<file path="src/rtl/gtp_params.svh">
// register map, field positions and reset values of the timer pair
`ifndef GTP_PARAMS_SVH
`define GTP_PARAMS_SVH
// register indices; the byte address on the bus is four times the index
`define GTP_IDX_AUX_CTRL 16'hff46
`define GTP_IDX_CORE_CTRL 16'hff48
`define GTP_IDX_CORE_CNT 16'hff4a
`define GTP_IDX_AUX_CNT 16'hff4c
`define GTP_IDX_CAPTURE 16'hff4e
`define GTP_RST_CTRL 16'h0000
`define GTP_RST_CNT 16'h0000
`define GTP_CNT_MAX 16'hffff
`define GTP_CNT_ZERO 16'h0000
`define GTP_CNT_ONE 16'h0001
// shared control field positions
`define GTP_B_CAP_EN 15
`define GTP_B_CLR 14
`define GTP_F_CAP_TRIG 13:12
`define GTP_F_BPS 12:11
`define GTP_B_CORR 11
`define GTP_B_TRIG_SRC 10
`define GTP_B_REMOTE 9
`define GTP_B_DIR_EN 8
`define GTP_B_DIR 7
`define GTP_B_RUN 6
`define GTP_F_MODE 5:3
`define GTP_F_ISEL 2:0
// block prescaler divide ratios, minus one
`define GTP_BPS_DIV4 4'h3
`define GTP_BPS_DIV2 4'h1
`define GTP_BPS_DIV16 4'hf
`define GTP_BPS_DIV8 4'h7
// synchroniser input lanes
`define GTP_IN_CORE_EXT 0
`define GTP_IN_CORE_DIR 1
`define GTP_IN_AUX_EXT 2
`define GTP_IN_AUX_DIR 3
`define GTP_IN_CAP_PIN 4
`define GTP_IN_REM_CNT 5
`define GTP_IN_REM_DIR 6
`define GTP_IN_N 7
`endif

</file>
<file path="src/rtl/gtp_pkg.sv">
// types shared by the timer pair
package gtp_pkg;
  typedef enum logic [2:0] {
    GTP_MODE_TIMER = 3'h0,
    GTP_MODE_COUNTER = 3'h1,
    GTP_MODE_GATE_LOW = 3'h2,
    GTP_MODE_GATE_HIGH = 3'h3
  } gtp_mode_t;
  typedef enum logic [1:0] {
    GTP_BPS_4 = 2'h0,
    GTP_BPS_2 = 2'h1,
    GTP_BPS_16 = 2'h2,
    GTP_BPS_8 = 2'h3
  } gtp_bps_t;
endpackage

</file>
<file path="src/rtl/gtp_timer_pair.sv">
// core and auxiliary 16-bit timers with capture register, wishbone slave
// ---------------------------------------------------------------------
// Functional notes
// - mode 000 counts prescaled module clock
// - modes 010/011 gated, bit 3 picks level
// - 010 counts on gate low, 011 high
// - gated core needs run bit and gate
// - gate edges raise no interrupt
// - mode 001 counts selected count-input edges
// - input select 0/rise/fall/both, 1xx reserved
// - aux modes timer/counter/gated, 1xx reserved
// - aux count readable and software loadable
// - bit 9 picks aux run source
// - remote run starts both timers together
// - selected run bit gates aux counting
// - bit 15 enables capture into register
// - bit 14 clears aux on capture
// - bits 13:12 select capture trigger edges
// - bit 11 stores count minus one
// - bit 10 picks capture pin or remote
// - bit 7 direction, bit 8 input enable
// - aux has no toggle latch, no pin
// - common fields share bit positions
// - aux input select prescales or picks edge
// - direction is input xor direction bit
// - block prescaler 4/2/16/8
// - core run bit starts and stops core
// ---------------------------------------------------------------------
`timescale 1ns/1ps
`include "gtp_params.svh"

module gtp_timer_pair
  import gtp_pkg::*;
(
  input wire logic clk_i,
  input wire logic rst_i,
  input wire logic cyc_i,
  input wire logic stb_i,
  input wire logic we_i,
  input wire logic [17:0] adr_i,
  input wire logic [1:0] sel_i,
  input wire logic [15:0] dat_i,
  output logic [15:0] dat_o,
  output logic ack_o,
  input wire logic core_ext_input_i,
  input wire logic core_dir_input_i,
  input wire logic aux_ext_input_i,
  input wire logic aux_dir_input_i,
  input wire logic capture_input_pin_i,
  input wire logic remote_count_input_i,
  input wire logic remote_dir_input_i,
  output logic core_wrap_o,
  output logic aux_wrap_o,
  output logic capture_o
);

  // ---------------------------------------------------------------------
  // helpers
  // ---------------------------------------------------------------------
  function automatic logic [15:0] merge(input logic [15:0] old,
                                        input logic [15:0] din,
                                        input logic [1:0] be);
    merge = {be[1] ? din[15:8] : old[15:8], be[0] ? din[7:0] : old[7:0]};
  endfunction

  // count-input edge decode, 1xx counts nothing
  function automatic logic edge_hit(input logic [2:0] isel,
                                    input logic rise, input logic fall);
    edge_hit = !isel[2] && ((isel[0] && rise) || (isel[1] && fall));
  endfunction

  // prescaled tick: divide base ticks by two to the input select
  function automatic logic pre_hit(input logic [2:0] isel,
                                   input logic [6:0] cnt);
    logic [6:0] mask;
    mask = 7'((8'h01 << isel) - 8'h01);
    pre_hit = (cnt & mask) == mask;
  endfunction

  // gated/timer/counter advance decision
  function automatic logic step_ok(input logic [2:0] mode,
                                   input logic [2:0] isel, input logic run,
                                   input logic gate, input logic tick,
                                   input logic rise, input logic fall);
    logic go;
    go = 1'b0;
    unique case (mode)
      GTP_MODE_TIMER: go = tick;
      GTP_MODE_COUNTER: go = edge_hit(isel, rise, fall);
      GTP_MODE_GATE_LOW: go = tick && !gate;
      GTP_MODE_GATE_HIGH: go = tick && gate;
      default: go = 1'b0;
    endcase
    step_ok = run && go;
  endfunction

  logic [15:0] core_ctrl_reg, aux_ctrl_reg;
  logic [15:0] core_cnt_reg, aux_cnt_reg, cap_reg;
  logic ack_reg, core_wrap_reg, aux_wrap_reg, cap_pulse_reg;
  logic [15:0] rdat_reg;

  // ---------------------------------------------------------------------
  // input synchronisers and edge detection
  // ---------------------------------------------------------------------
  logic [`GTP_IN_N-1:0] raw_in, sync1_reg, sync2_reg, prev_reg;
  logic [`GTP_IN_N-1:0] rise, fall;
  assign raw_in = {remote_dir_input_i, remote_count_input_i,
                   capture_input_pin_i, aux_dir_input_i, aux_ext_input_i,
                   core_dir_input_i, core_ext_input_i};

  always_ff @(posedge clk_i) begin
    if (rst_i) begin
      sync1_reg <= '0;
      sync2_reg <= '0;
      prev_reg <= '0;
    end else begin
      sync1_reg <= raw_in;
      sync2_reg <= sync1_reg;
      prev_reg <= sync2_reg;
    end
  end

  genvar g;
  generate
    for (g = 0; g < `GTP_IN_N; g++) begin : g_edge
      assign rise[g] = sync2_reg[g] && !prev_reg[g];
      assign fall[g] = !sync2_reg[g] && prev_reg[g];
    end
  endgenerate

  // ---------------------------------------------------------------------
  // prescalers
  // ---------------------------------------------------------------------
  logic [3:0] bps_cnt_reg, bps_limit;
  logic [6:0] pre_cnt_reg;
  logic base_tick;

  always_comb begin
    unique case (gtp_bps_t'(core_ctrl_reg[`GTP_F_BPS]))
      GTP_BPS_4: bps_limit = `GTP_BPS_DIV4;
      GTP_BPS_2: bps_limit = `GTP_BPS_DIV2;
      GTP_BPS_16: bps_limit = `GTP_BPS_DIV16;
      GTP_BPS_8: bps_limit = `GTP_BPS_DIV8;
    endcase
  end
  assign base_tick = bps_cnt_reg >= bps_limit;

  always_ff @(posedge clk_i) begin
    if (rst_i) begin
      bps_cnt_reg <= '0;
      pre_cnt_reg <= '0;
    end else begin
      bps_cnt_reg <= base_tick ? 4'h0 : bps_cnt_reg + 4'h1;
      if (base_tick)
        pre_cnt_reg <= pre_cnt_reg + 7'h01;
    end
  end

  // ---------------------------------------------------------------------
  // count decisions
  // ---------------------------------------------------------------------
  logic core_run, aux_run, core_step, aux_step, core_down, aux_down;
  logic core_tick, aux_tick;
  assign core_run = core_ctrl_reg[`GTP_B_RUN];
  assign aux_run = aux_ctrl_reg[`GTP_B_REMOTE] ? core_run
                                               : aux_ctrl_reg[`GTP_B_RUN];
  assign core_tick = base_tick && pre_hit(core_ctrl_reg[`GTP_F_ISEL],
                                          pre_cnt_reg);
  assign aux_tick = base_tick && pre_hit(aux_ctrl_reg[`GTP_F_ISEL],
                                         pre_cnt_reg);
  // gate edges feed only the counter, never an event output
  assign core_step = step_ok(core_ctrl_reg[`GTP_F_MODE],
    core_ctrl_reg[`GTP_F_ISEL], core_run, sync2_reg[`GTP_IN_CORE_EXT],
    core_tick, rise[`GTP_IN_CORE_EXT], fall[`GTP_IN_CORE_EXT]);
  assign aux_step = step_ok(aux_ctrl_reg[`GTP_F_MODE],
    aux_ctrl_reg[`GTP_F_ISEL], aux_run, sync2_reg[`GTP_IN_AUX_EXT],
    aux_tick, rise[`GTP_IN_AUX_EXT], fall[`GTP_IN_AUX_EXT]);
  assign core_down = core_ctrl_reg[`GTP_B_DIR] ^ (core_ctrl_reg[`GTP_B_DIR_EN]
                     && sync2_reg[`GTP_IN_CORE_DIR]);
  assign aux_down = aux_ctrl_reg[`GTP_B_DIR] ^ (aux_ctrl_reg[`GTP_B_DIR_EN]
                    && sync2_reg[`GTP_IN_AUX_DIR]);

  // ---------------------------------------------------------------------
  // capture trigger
  // ---------------------------------------------------------------------
  logic [1:0] trig_sel;
  logic cap_event;
  assign trig_sel = aux_ctrl_reg[`GTP_F_CAP_TRIG];
  always_comb begin
    if (aux_ctrl_reg[`GTP_B_TRIG_SRC])
      cap_event = (trig_sel[0] && (rise[`GTP_IN_REM_CNT]
                   || fall[`GTP_IN_REM_CNT]))
               || (trig_sel[1] && (rise[`GTP_IN_REM_DIR]
                   || fall[`GTP_IN_REM_DIR]));
    else
      cap_event = (trig_sel[0] && rise[`GTP_IN_CAP_PIN])
               || (trig_sel[1] && fall[`GTP_IN_CAP_PIN]);
  end

  // ---------------------------------------------------------------------
  // wishbone slave
  // ---------------------------------------------------------------------
  logic req, wr_now;
  logic [15:0] idx;
  assign req = cyc_i && stb_i;
  assign idx = adr_i[17:2];
  // writes land on the edge that sees ack high, as the master expects
  assign wr_now = req && we_i && ack_reg;

  always_ff @(posedge clk_i) begin
    if (rst_i)
      ack_reg <= 1'b0;
    else
      ack_reg <= req && !ack_reg;
  end

  always_ff @(posedge clk_i) begin
    if (rst_i) begin
      rdat_reg <= '0;
    end else if (req && !ack_reg) begin
      unique case (idx)
        `GTP_IDX_AUX_CTRL: rdat_reg <= aux_ctrl_reg;
        `GTP_IDX_CORE_CTRL: rdat_reg <= core_ctrl_reg;
        `GTP_IDX_CORE_CNT: rdat_reg <= core_cnt_reg;
        `GTP_IDX_AUX_CNT: rdat_reg <= aux_cnt_reg;
        `GTP_IDX_CAPTURE: rdat_reg <= cap_reg;
        default: rdat_reg <= '0;
      endcase
    end
  end

  always_ff @(posedge clk_i) begin
    if (rst_i) begin
      core_ctrl_reg <= `GTP_RST_CTRL;
      aux_ctrl_reg <= `GTP_RST_CTRL;
    end else if (wr_now) begin
      if (idx == `GTP_IDX_CORE_CTRL)
        core_ctrl_reg <= merge(core_ctrl_reg, dat_i, sel_i);
      if (idx == `GTP_IDX_AUX_CTRL)
        aux_ctrl_reg <= merge(aux_ctrl_reg, dat_i, sel_i);
    end
  end

  // ---------------------------------------------------------------------
  // counters; software load beats clear, clear beats counting
  // ---------------------------------------------------------------------
  logic core_wr, aux_wr, aux_clr;
  assign core_wr = wr_now && idx == `GTP_IDX_CORE_CNT;
  assign aux_wr = wr_now && idx == `GTP_IDX_AUX_CNT;
  assign aux_clr = cap_event && aux_ctrl_reg[`GTP_B_CLR];

  always_ff @(posedge clk_i) begin
    if (rst_i) begin
      core_cnt_reg <= `GTP_RST_CNT;
      core_wrap_reg <= 1'b0;
    end else begin
      core_wrap_reg <= 1'b0;
      if (core_wr) begin
        core_cnt_reg <= merge(core_cnt_reg, dat_i, sel_i);
      end else if (core_step) begin
        core_cnt_reg <= core_down ? core_cnt_reg - `GTP_CNT_ONE
                                  : core_cnt_reg + `GTP_CNT_ONE;
        core_wrap_reg <= core_down ? core_cnt_reg == `GTP_CNT_ZERO
                                   : core_cnt_reg == `GTP_CNT_MAX;
      end
    end
  end

  // no toggle latch and no pin driven from the aux count
  always_ff @(posedge clk_i) begin
    if (rst_i) begin
      aux_cnt_reg <= `GTP_RST_CNT;
      aux_wrap_reg <= 1'b0;
    end else begin
      aux_wrap_reg <= 1'b0;
      if (aux_wr) begin
        aux_cnt_reg <= merge(aux_cnt_reg, dat_i, sel_i);
      end else if (aux_clr) begin
        aux_cnt_reg <= `GTP_CNT_ZERO;
      end else if (aux_step) begin
        aux_cnt_reg <= aux_down ? aux_cnt_reg - `GTP_CNT_ONE
                                : aux_cnt_reg + `GTP_CNT_ONE;
        aux_wrap_reg <= aux_down ? aux_cnt_reg == `GTP_CNT_ZERO
                                 : aux_cnt_reg == `GTP_CNT_MAX;
      end
    end
  end

  // the capture register has no bus write path: it only reloads on capture
  always_ff @(posedge clk_i) begin
    if (rst_i) begin
      cap_reg <= `GTP_RST_CNT;
      cap_pulse_reg <= 1'b0;
    end else begin
      cap_pulse_reg <= cap_event && aux_ctrl_reg[`GTP_B_CAP_EN];
      if (cap_event && aux_ctrl_reg[`GTP_B_CAP_EN])
        cap_reg <= aux_ctrl_reg[`GTP_B_CORR] ? aux_cnt_reg - `GTP_CNT_ONE
                                             : aux_cnt_reg;
    end
  end

  assign dat_o = rdat_reg;
  assign ack_o = ack_reg;
  assign core_wrap_o = core_wrap_reg;
  assign aux_wrap_o = aux_wrap_reg;
  assign capture_o = cap_pulse_reg;
endmodule

</file>
<file path="config.mk">
export PLATFORM = sky130hd
export DESIGN_NAME = gtp_timer_pair
export DESIGN_NICKNAME = d
export VERILOG_FILES = /design/src/rtl/gtp_pkg.sv /design/src/rtl/gtp_timer_pair.sv
export VERILOG_INCLUDE_DIRS = /design/src /design/src/rtl
export SDC_FILE = /design/constraint.sdc
export NUM_CORES = 1
export LEC_CHECK = 0
export BUFFER_PORTS_ARGS = -buffer_cell sky130_fd_sc_hd__buf_2
export CORE_MARGIN = 5
export CORE_UTILIZATION = 35
export CTS_CLUSTER_SIZE = 10
export DETAILED_ROUTE_END_ITERATION = 10
export GPL_TIMING_DRIVEN = 0
export MAX_ROUTING_LAYER = met4
export PLACE_DENSITY = 0.6
export SYNTH_ARGS = -nofsm -noshare
export SYNTH_HDL_FRONTEND = slang
export SYNTH_SLANG_ARGS = --single-unit
</file>
<file path="constraint.sdc">
create_clock -name clk_i -period 8.9 [get_ports clk_i]
set_input_delay 0.445 -clock clk_i [delete_from_list [all_inputs] [get_ports clk_i]]
set_output_delay 0.445 -clock clk_i [all_outputs]
set_load 0.01 [all_outputs]
</file>
-- Word-level counts from Yosys, hierarchy flattened
Cells that the tools add are included.
Widths: inputs -> output; s select.
- register bits after elaboration: 132
- word-level logic and storage cells: 151
- bits in read-only memories: 0
- memories: 0
- memory bits (writable): 0
- latch bits: 0
- output and inout bits: 20
- shift operators: 2
- eq/ne operators: 22
- multiply operators: 0
- add/subtract/negate cells: 8
- reduce and logical (&&, ||, !) cells: 75
- multiplexer cells: 18
- divide/modulo/power cells: 0
- bitwise operators: 6
- magnitude comparators: 1
- operator list (cell ; count):
    $mux 16 ; 8
    $eq 16x16->1 const B ; 7
    $pmux 16 s5 ; 1
    $logic_and 1x1->1 ; 38
    $add 16x1->16 const B ; 2
    $logic_not 16->1 ; 2
    $sub 16x1->16 const B ; 2
    $mux 8 ; 2
    $pmux 4 s4 ; 1
    $and 7x7->7 ; 2
    $eq 7x7->1 ; 2
    $shl 1x3->7 const A ; 2
    $sub 7x1->7 const B ; 2
    $logic_not 1->1 ; 13
    $eq 3x2->1 const B ; 4
    $reduce_and 3->1 ; 4
    $ne 2x2->1 const B ; 4
    $pmux 1 s4 ; 2
    $reduce_and 2->1 ; 4
    $add 7x1->7 const B ; 1
    $eq 3x1->1 const B ; 2
    $logic_not 3->1 ; 2
    $logic_or 1x1->1 ; 6
    $add 4x1->4 const B ; 1
    12 further kinds ; 18

-- Depth between registers and ports, before layout
- depth in word-level cells: 11
- mapped depth: 10
- depth with buffers taken out: 10

-- Least setup slack after synthesis
Ideal clock, no wire load.
- kind: reg2reg
- start point: register core_ctrl_reg[8]
- end point: register core_cnt_reg[15]
- path slack: 5613 ps
- arrival: 3154 ps
- clock period less this slack: 3287 ps
- stages on the path, launching flop included: 11
- cells stage by stage: dfxtp_1 -> nand2_1 -> xnor2_1 -> ha_1 -> a211oi_1 -> o21ai_0 -> o2111ai_1 -> a31oi_1 -> or4_1 -> a32oi_1 -> a311oi_1
- word-level cells in the longest chain between the ends: 5
- ends and longest elaborated chain (what ; RTL line ; text):
    start: declaration ; gtp_timer_pair.sv:97 ; logic [15:0] core_ctrl_reg, aux_ctrl_reg;
    start signal: assignment ; gtp_timer_pair.sv:234 ; core_ctrl_reg <= `GTP_RST_CTRL;
    start signal: assignment ; gtp_timer_pair.sv:238 ; core_ctrl_reg <= merge(core_ctrl_reg, dat_i, sel_i);
    $logic_and 1x1->1 ; gtp_timer_pair.sv:178 ; assign core_down = core_ctrl_reg[`GTP_B_DIR] ^ (core_ctrl_reg[`GTP_B_DIR_EN]
    $xor 1x1->1 ; gtp_timer_pair.sv:178 ;
    $mux 16 (no source line) ; n/a ;
    $mux 16 ; gtp_timer_pair.sv:260 ; end else if (core_step) begin
    $mux 16 ; gtp_timer_pair.sv:258 ; if (core_wr) begin
    end signal: assignment ; gtp_timer_pair.sv:254 ; core_cnt_reg <= `GTP_RST_CNT;
    end signal: assignment ; gtp_timer_pair.sv:259 ; core_cnt_reg <= merge(core_cnt_reg, dat_i, sel_i);
    end signal: assignment ; gtp_timer_pair.sv:261 ; core_cnt_reg <= core_down ? core_cnt_reg - `GTP_CNT_ONE
    end: declaration ; gtp_timer_pair.sv:98 ; logic [15:0] core_cnt_reg, aux_cnt_reg, cap_reg;
No other way between the ends. The select of a mux whose other input is x is not followed.
A chain may end at the register's enable or synchronous reset.

-- Worst setup path in the final report
Ends and elaborated chain as after synthesis.

==> impl_metrics.tcl <==
set metrics [dict create \
    status "finished, final reports clean" \
    r2r.worst_path.cells 10 \
    wire_per_inst_um 20.0 \
    htreeDepth 4 \
    start_kind "register" \
    post_cts_buffers 0 \
    pin_count 68 \
    grt_antenna_before_repair 0 \
    drcViolationCount 0 \
    initial_core_util_pct 35.7 \
    port_buffers 65 \
    combPwrFrac_pct 6.5 \
    cts_sinks 130 \
    core_um2 21100 \
    worstSkewPairLatency_ns 0.44 \
    critical_path_class "reg2reg" \
    critPathMaxFanout 17 \
    grt_pass1_wl_um 40600 \
    p_per_area_nw_per_um2 158 \
    hold_viol 0 \
    die_area_um2 24500 \
    setup_tns_ns 0 \
    dp_hpwl_um 19900 \
    syn-mean-instance-area_um2 7.87 \
    ys.flop_type "dfxtp_1" \
    grt_pass1_vias 6897 \
    syn_area_um2 7520 \
    final_nets 1111 \
    avgViaCountPerCell 5.63 \
    grt-ovfl-total 0 \
    cts_tree "yes" \
    p_switching_mw 0.366 \
    drt_iter0_drc 705 \
    fin_crit_sh_pct 42.4 \
    synth_seq_area_share_pct 34.6 \
    whs_path_depth 2 \
    drt_pass1_iterations 6 \
    endpoint_kind "register" \
    grt_usage_pct 22.2 \
    row_count 53 \
    max_freq_mhz 265 \
    async_reset_ff_share_pct 0 \
    hold_buffers 0 \
    clk_path_buf_depth 2 \
    pwr-share-clk_pct 49.5 \
    rsz0062_at_grt "false" \
    totalWireLength_um 26500 \
    crit_required_ns 9.20 \
    final_max_slew_viol_count 0 \
    p_int_mw 1.01 \
    synth_top_family_by_area "simple AND/OR/NAND/NOR gates" \
    synth_cells 955 \
    swShare_pct 26.5 \
    ys_types 70 \
    antenna_left 0 \
    ys_seq_elements 130 \
    synth_compound_area_share_pct 20.8 \
    synth_xor_area_share_pct 4.49 \
    synthesis.nets 1027 \
    synthSimpleGateAreaFrac_pct 26.4 \
    worst_clock_skew_ns 0.00921 \
    hold_class "in2reg" \
    via_count 7470 \
    worstPathArrival_ns 4.07 \
    cts_buffers 17 \
    muxShareOfSynthArea_pct 5.33 \
    areaGrowthSynthToFinish_pct 16.4 \
    total_power_mw 1.38 \
    drv_cap 0 \
    dieHeight_um 157 \
    p_leak_nw 3.22 \
    synth_edf_count 0 \
    slew_headroom_pct 35.5 \
    synth_adder_area_share_pct 4.09 \
    ctsResizeCount 0 \
    clk_pin_slew_ns 0.06 \
    p_seq_share_pct 43.9 \
    diodes 0 \
    gp_congestion 0.971 \
    cts_root_buf "clkbuf_16" \
    grt_max_degree 18 \
    yosysWarnings 0 \
    dieWidth_um 157 \
    drive_above_1_share_pct 12.2 \
    finalSetupViolCount 0 \
    min_period_ns 3.78 \
    tightest_slew_ns 0.963 \
    ir_drop_uv 110 \
]
==> critical path, cell delays in order, from the launching register on <==
cell       delay [ns]
dfxtp_1          0.44
nand2_1          0.16
xnor2_2          0.77
ha_1             0.39
a211oi_1         0.27
o21ai_0          0.22
o2111ai_1        0.35
a31oi_1          0.20
or4_1            0.52
a32oi_1          0.22
a311oi_1         0.07
==> final timing paths <==
| kind | start | endpoint | slack (ns) |
|---|---|---|---|
| hold / removal | aux_dir_input_i | sync1_reg[3] | 0.22 |
| hold reg to reg | sync1_reg[3] | sync2_reg[3] | 0.43 |
| setup reg to reg | core_ctrl_reg[8] | core_cnt_reg[15] | 5.12 |
| setup / recovery | core_ctrl_reg[8] | core_cnt_reg[15] | 5.12 |
==> layer usage <==
layer / global-route usage [%] / part of all wire [%] / wire [µm] / up-vias
li1: - / - / - / 3632
met1: 30.1 / 46 / 12100 / 3511
met2: 33.6 / 45 / 11900 / 280
met3: 4.59 / 7.1 / 1870 / 47
met4: 6.53 / 2.1 / 551 / 0
met5: - / 0 / 0 / -
==> synth_stat cells (3+ instances only) <==
cell | n | area share (%)
o211ai_1 | 3 | 0.30
a2bb2oi_1 | 4 | 0.47
nor4_1 | 13 | 1.1
a221oi_1 | 9 | 1.0
inv_1 | 16 | 0.80
nand4_1 | 16 | 1.3
a211oi_1 | 12 | 1.2
or2_2 | 4 | 0.33
a31o_2 | 3 | 0.35
a21oi_1 | 81 | 5.4
nor3_1 | 57 | 3.8
a31oi_1 | 8 | 0.67
nor2b_1 | 23 | 1.9
a311oi_1 | 5 | 0.58
buf_1 | 3 | 0.15
a21o_1 | 10 | 1.0
nand3b_1 | 5 | 0.50
o21ai_1 | 3 | 0.20
and2_1 | 3 | 0.25
xor2_1 | 17 | 2.0
and3_1 | 13 | 1.1
o22ai_1 | 3 | 0.25
nand2b_1 | 14 | 1.2
a22o_1 | 11 | 1.3
o32ai_1 | 9 | 1.0
a21boi_0 | 3 | 0.30
a32oi_1 | 6 | 0.70
or4_1 | 5 | 0.50
buf_4 | 3 | 0.30
nand2_1 | 113 | 5.6
clkbuf_1 | 46 | 2.3
buf_2 | 11 | 0.73
mux2i_1 | 40 | 5.3
nor2_1 | 103 | 5.1
nand3_1 | 13 | 0.87
ha_1 | 23 | 3.8
o31ai_1 | 7 | 0.70
xnor2_1 | 19 | 2.2
or3_1 | 7 | 0.58
dfxtp_1 | 130 | 35
o21ai_0 | 42 | 2.8
==> stage by stage <==
| stage | hold WS [ns] | setup WS, ns | instance area, µm² | util, % | instances |
|---|---|---|---|---|---|
| after floorplan | 0.414 | 5.61 | 7520 | - | 955 |
| after global placement | 0.420 | 4.70 | 8190 | 38.8 | 1295 |
| after detailed placement | 0.424 | 5.24 | 8200 | 38.9 | 1295 |
| after CTS | 0.212 | 5.19 | 8750 | 41.5 | 1327 |
| after global routing | 0.217 | 4.96 | 8750 | 41.5 | 1327 |
| final | 0.217 | 5.12 | 8750 | 41.5 | 1327 |
==> cell families (layout without fill, tap and decap cells) <==
logic type	Yosys count	count (layout)
flops	130	130
mux	40	40
simple gates	405	405
compound gates	240	240
fa+ha+maj	24	24
xor+xnor	37	37
buf+inv	79	176
==> power groups by stage <==
stage | Sequential, mW | Clock, mW | Combinational, mW
finish | 0.606 | 0.683 | 0.0902
CTS | 0.606 | 0.685 | 0.0894
detailed placement | 0.619 | 0 | 0.0891
global placement | 0.619 | 0 | 0.0879
global route | 0.608 | 0.713 | 0.0975
floorplan | 0.618 | 0 | 0.0443
==> area by class of cell <==
type	count	area, µm²
Sequential cell	130	2600
Timing Repair Buffer	65	325
Clock buffer	18	429
Buffer	63	262
Tap cell	275	344
Clock inverter	14	130
Inverter	16	60.1
Fill cell	2220	12300
Multi-Input combinational cell	746	4600
==> layout by cell type (no fill, tap or decap), types with 14 or more instances in the layout <==
| cell | instances |
|---|---|
| a21oi_1 | 81 |
| buf_2 | 76 |
| clkbuf_1 | 47 |
| clkbuf_16 | 17 |
| dfxtp_1 | 130 |
| ha_1 | 23 |
| inv_1 | 16 |
| mux2i_1 | 40 |
| nand2_1 | 113 |
| nand2b_1 | 14 |
| nand4_1 | 16 |
| nor2_1 | 103 |
| nor2b_1 | 23 |
| nor3_1 | 57 |
| o21ai_0 | 42 |
| xnor2_1 | 18 |
| xor2_1 | 17 |
No activity file was read; power rests on OpenSTA's default activity.
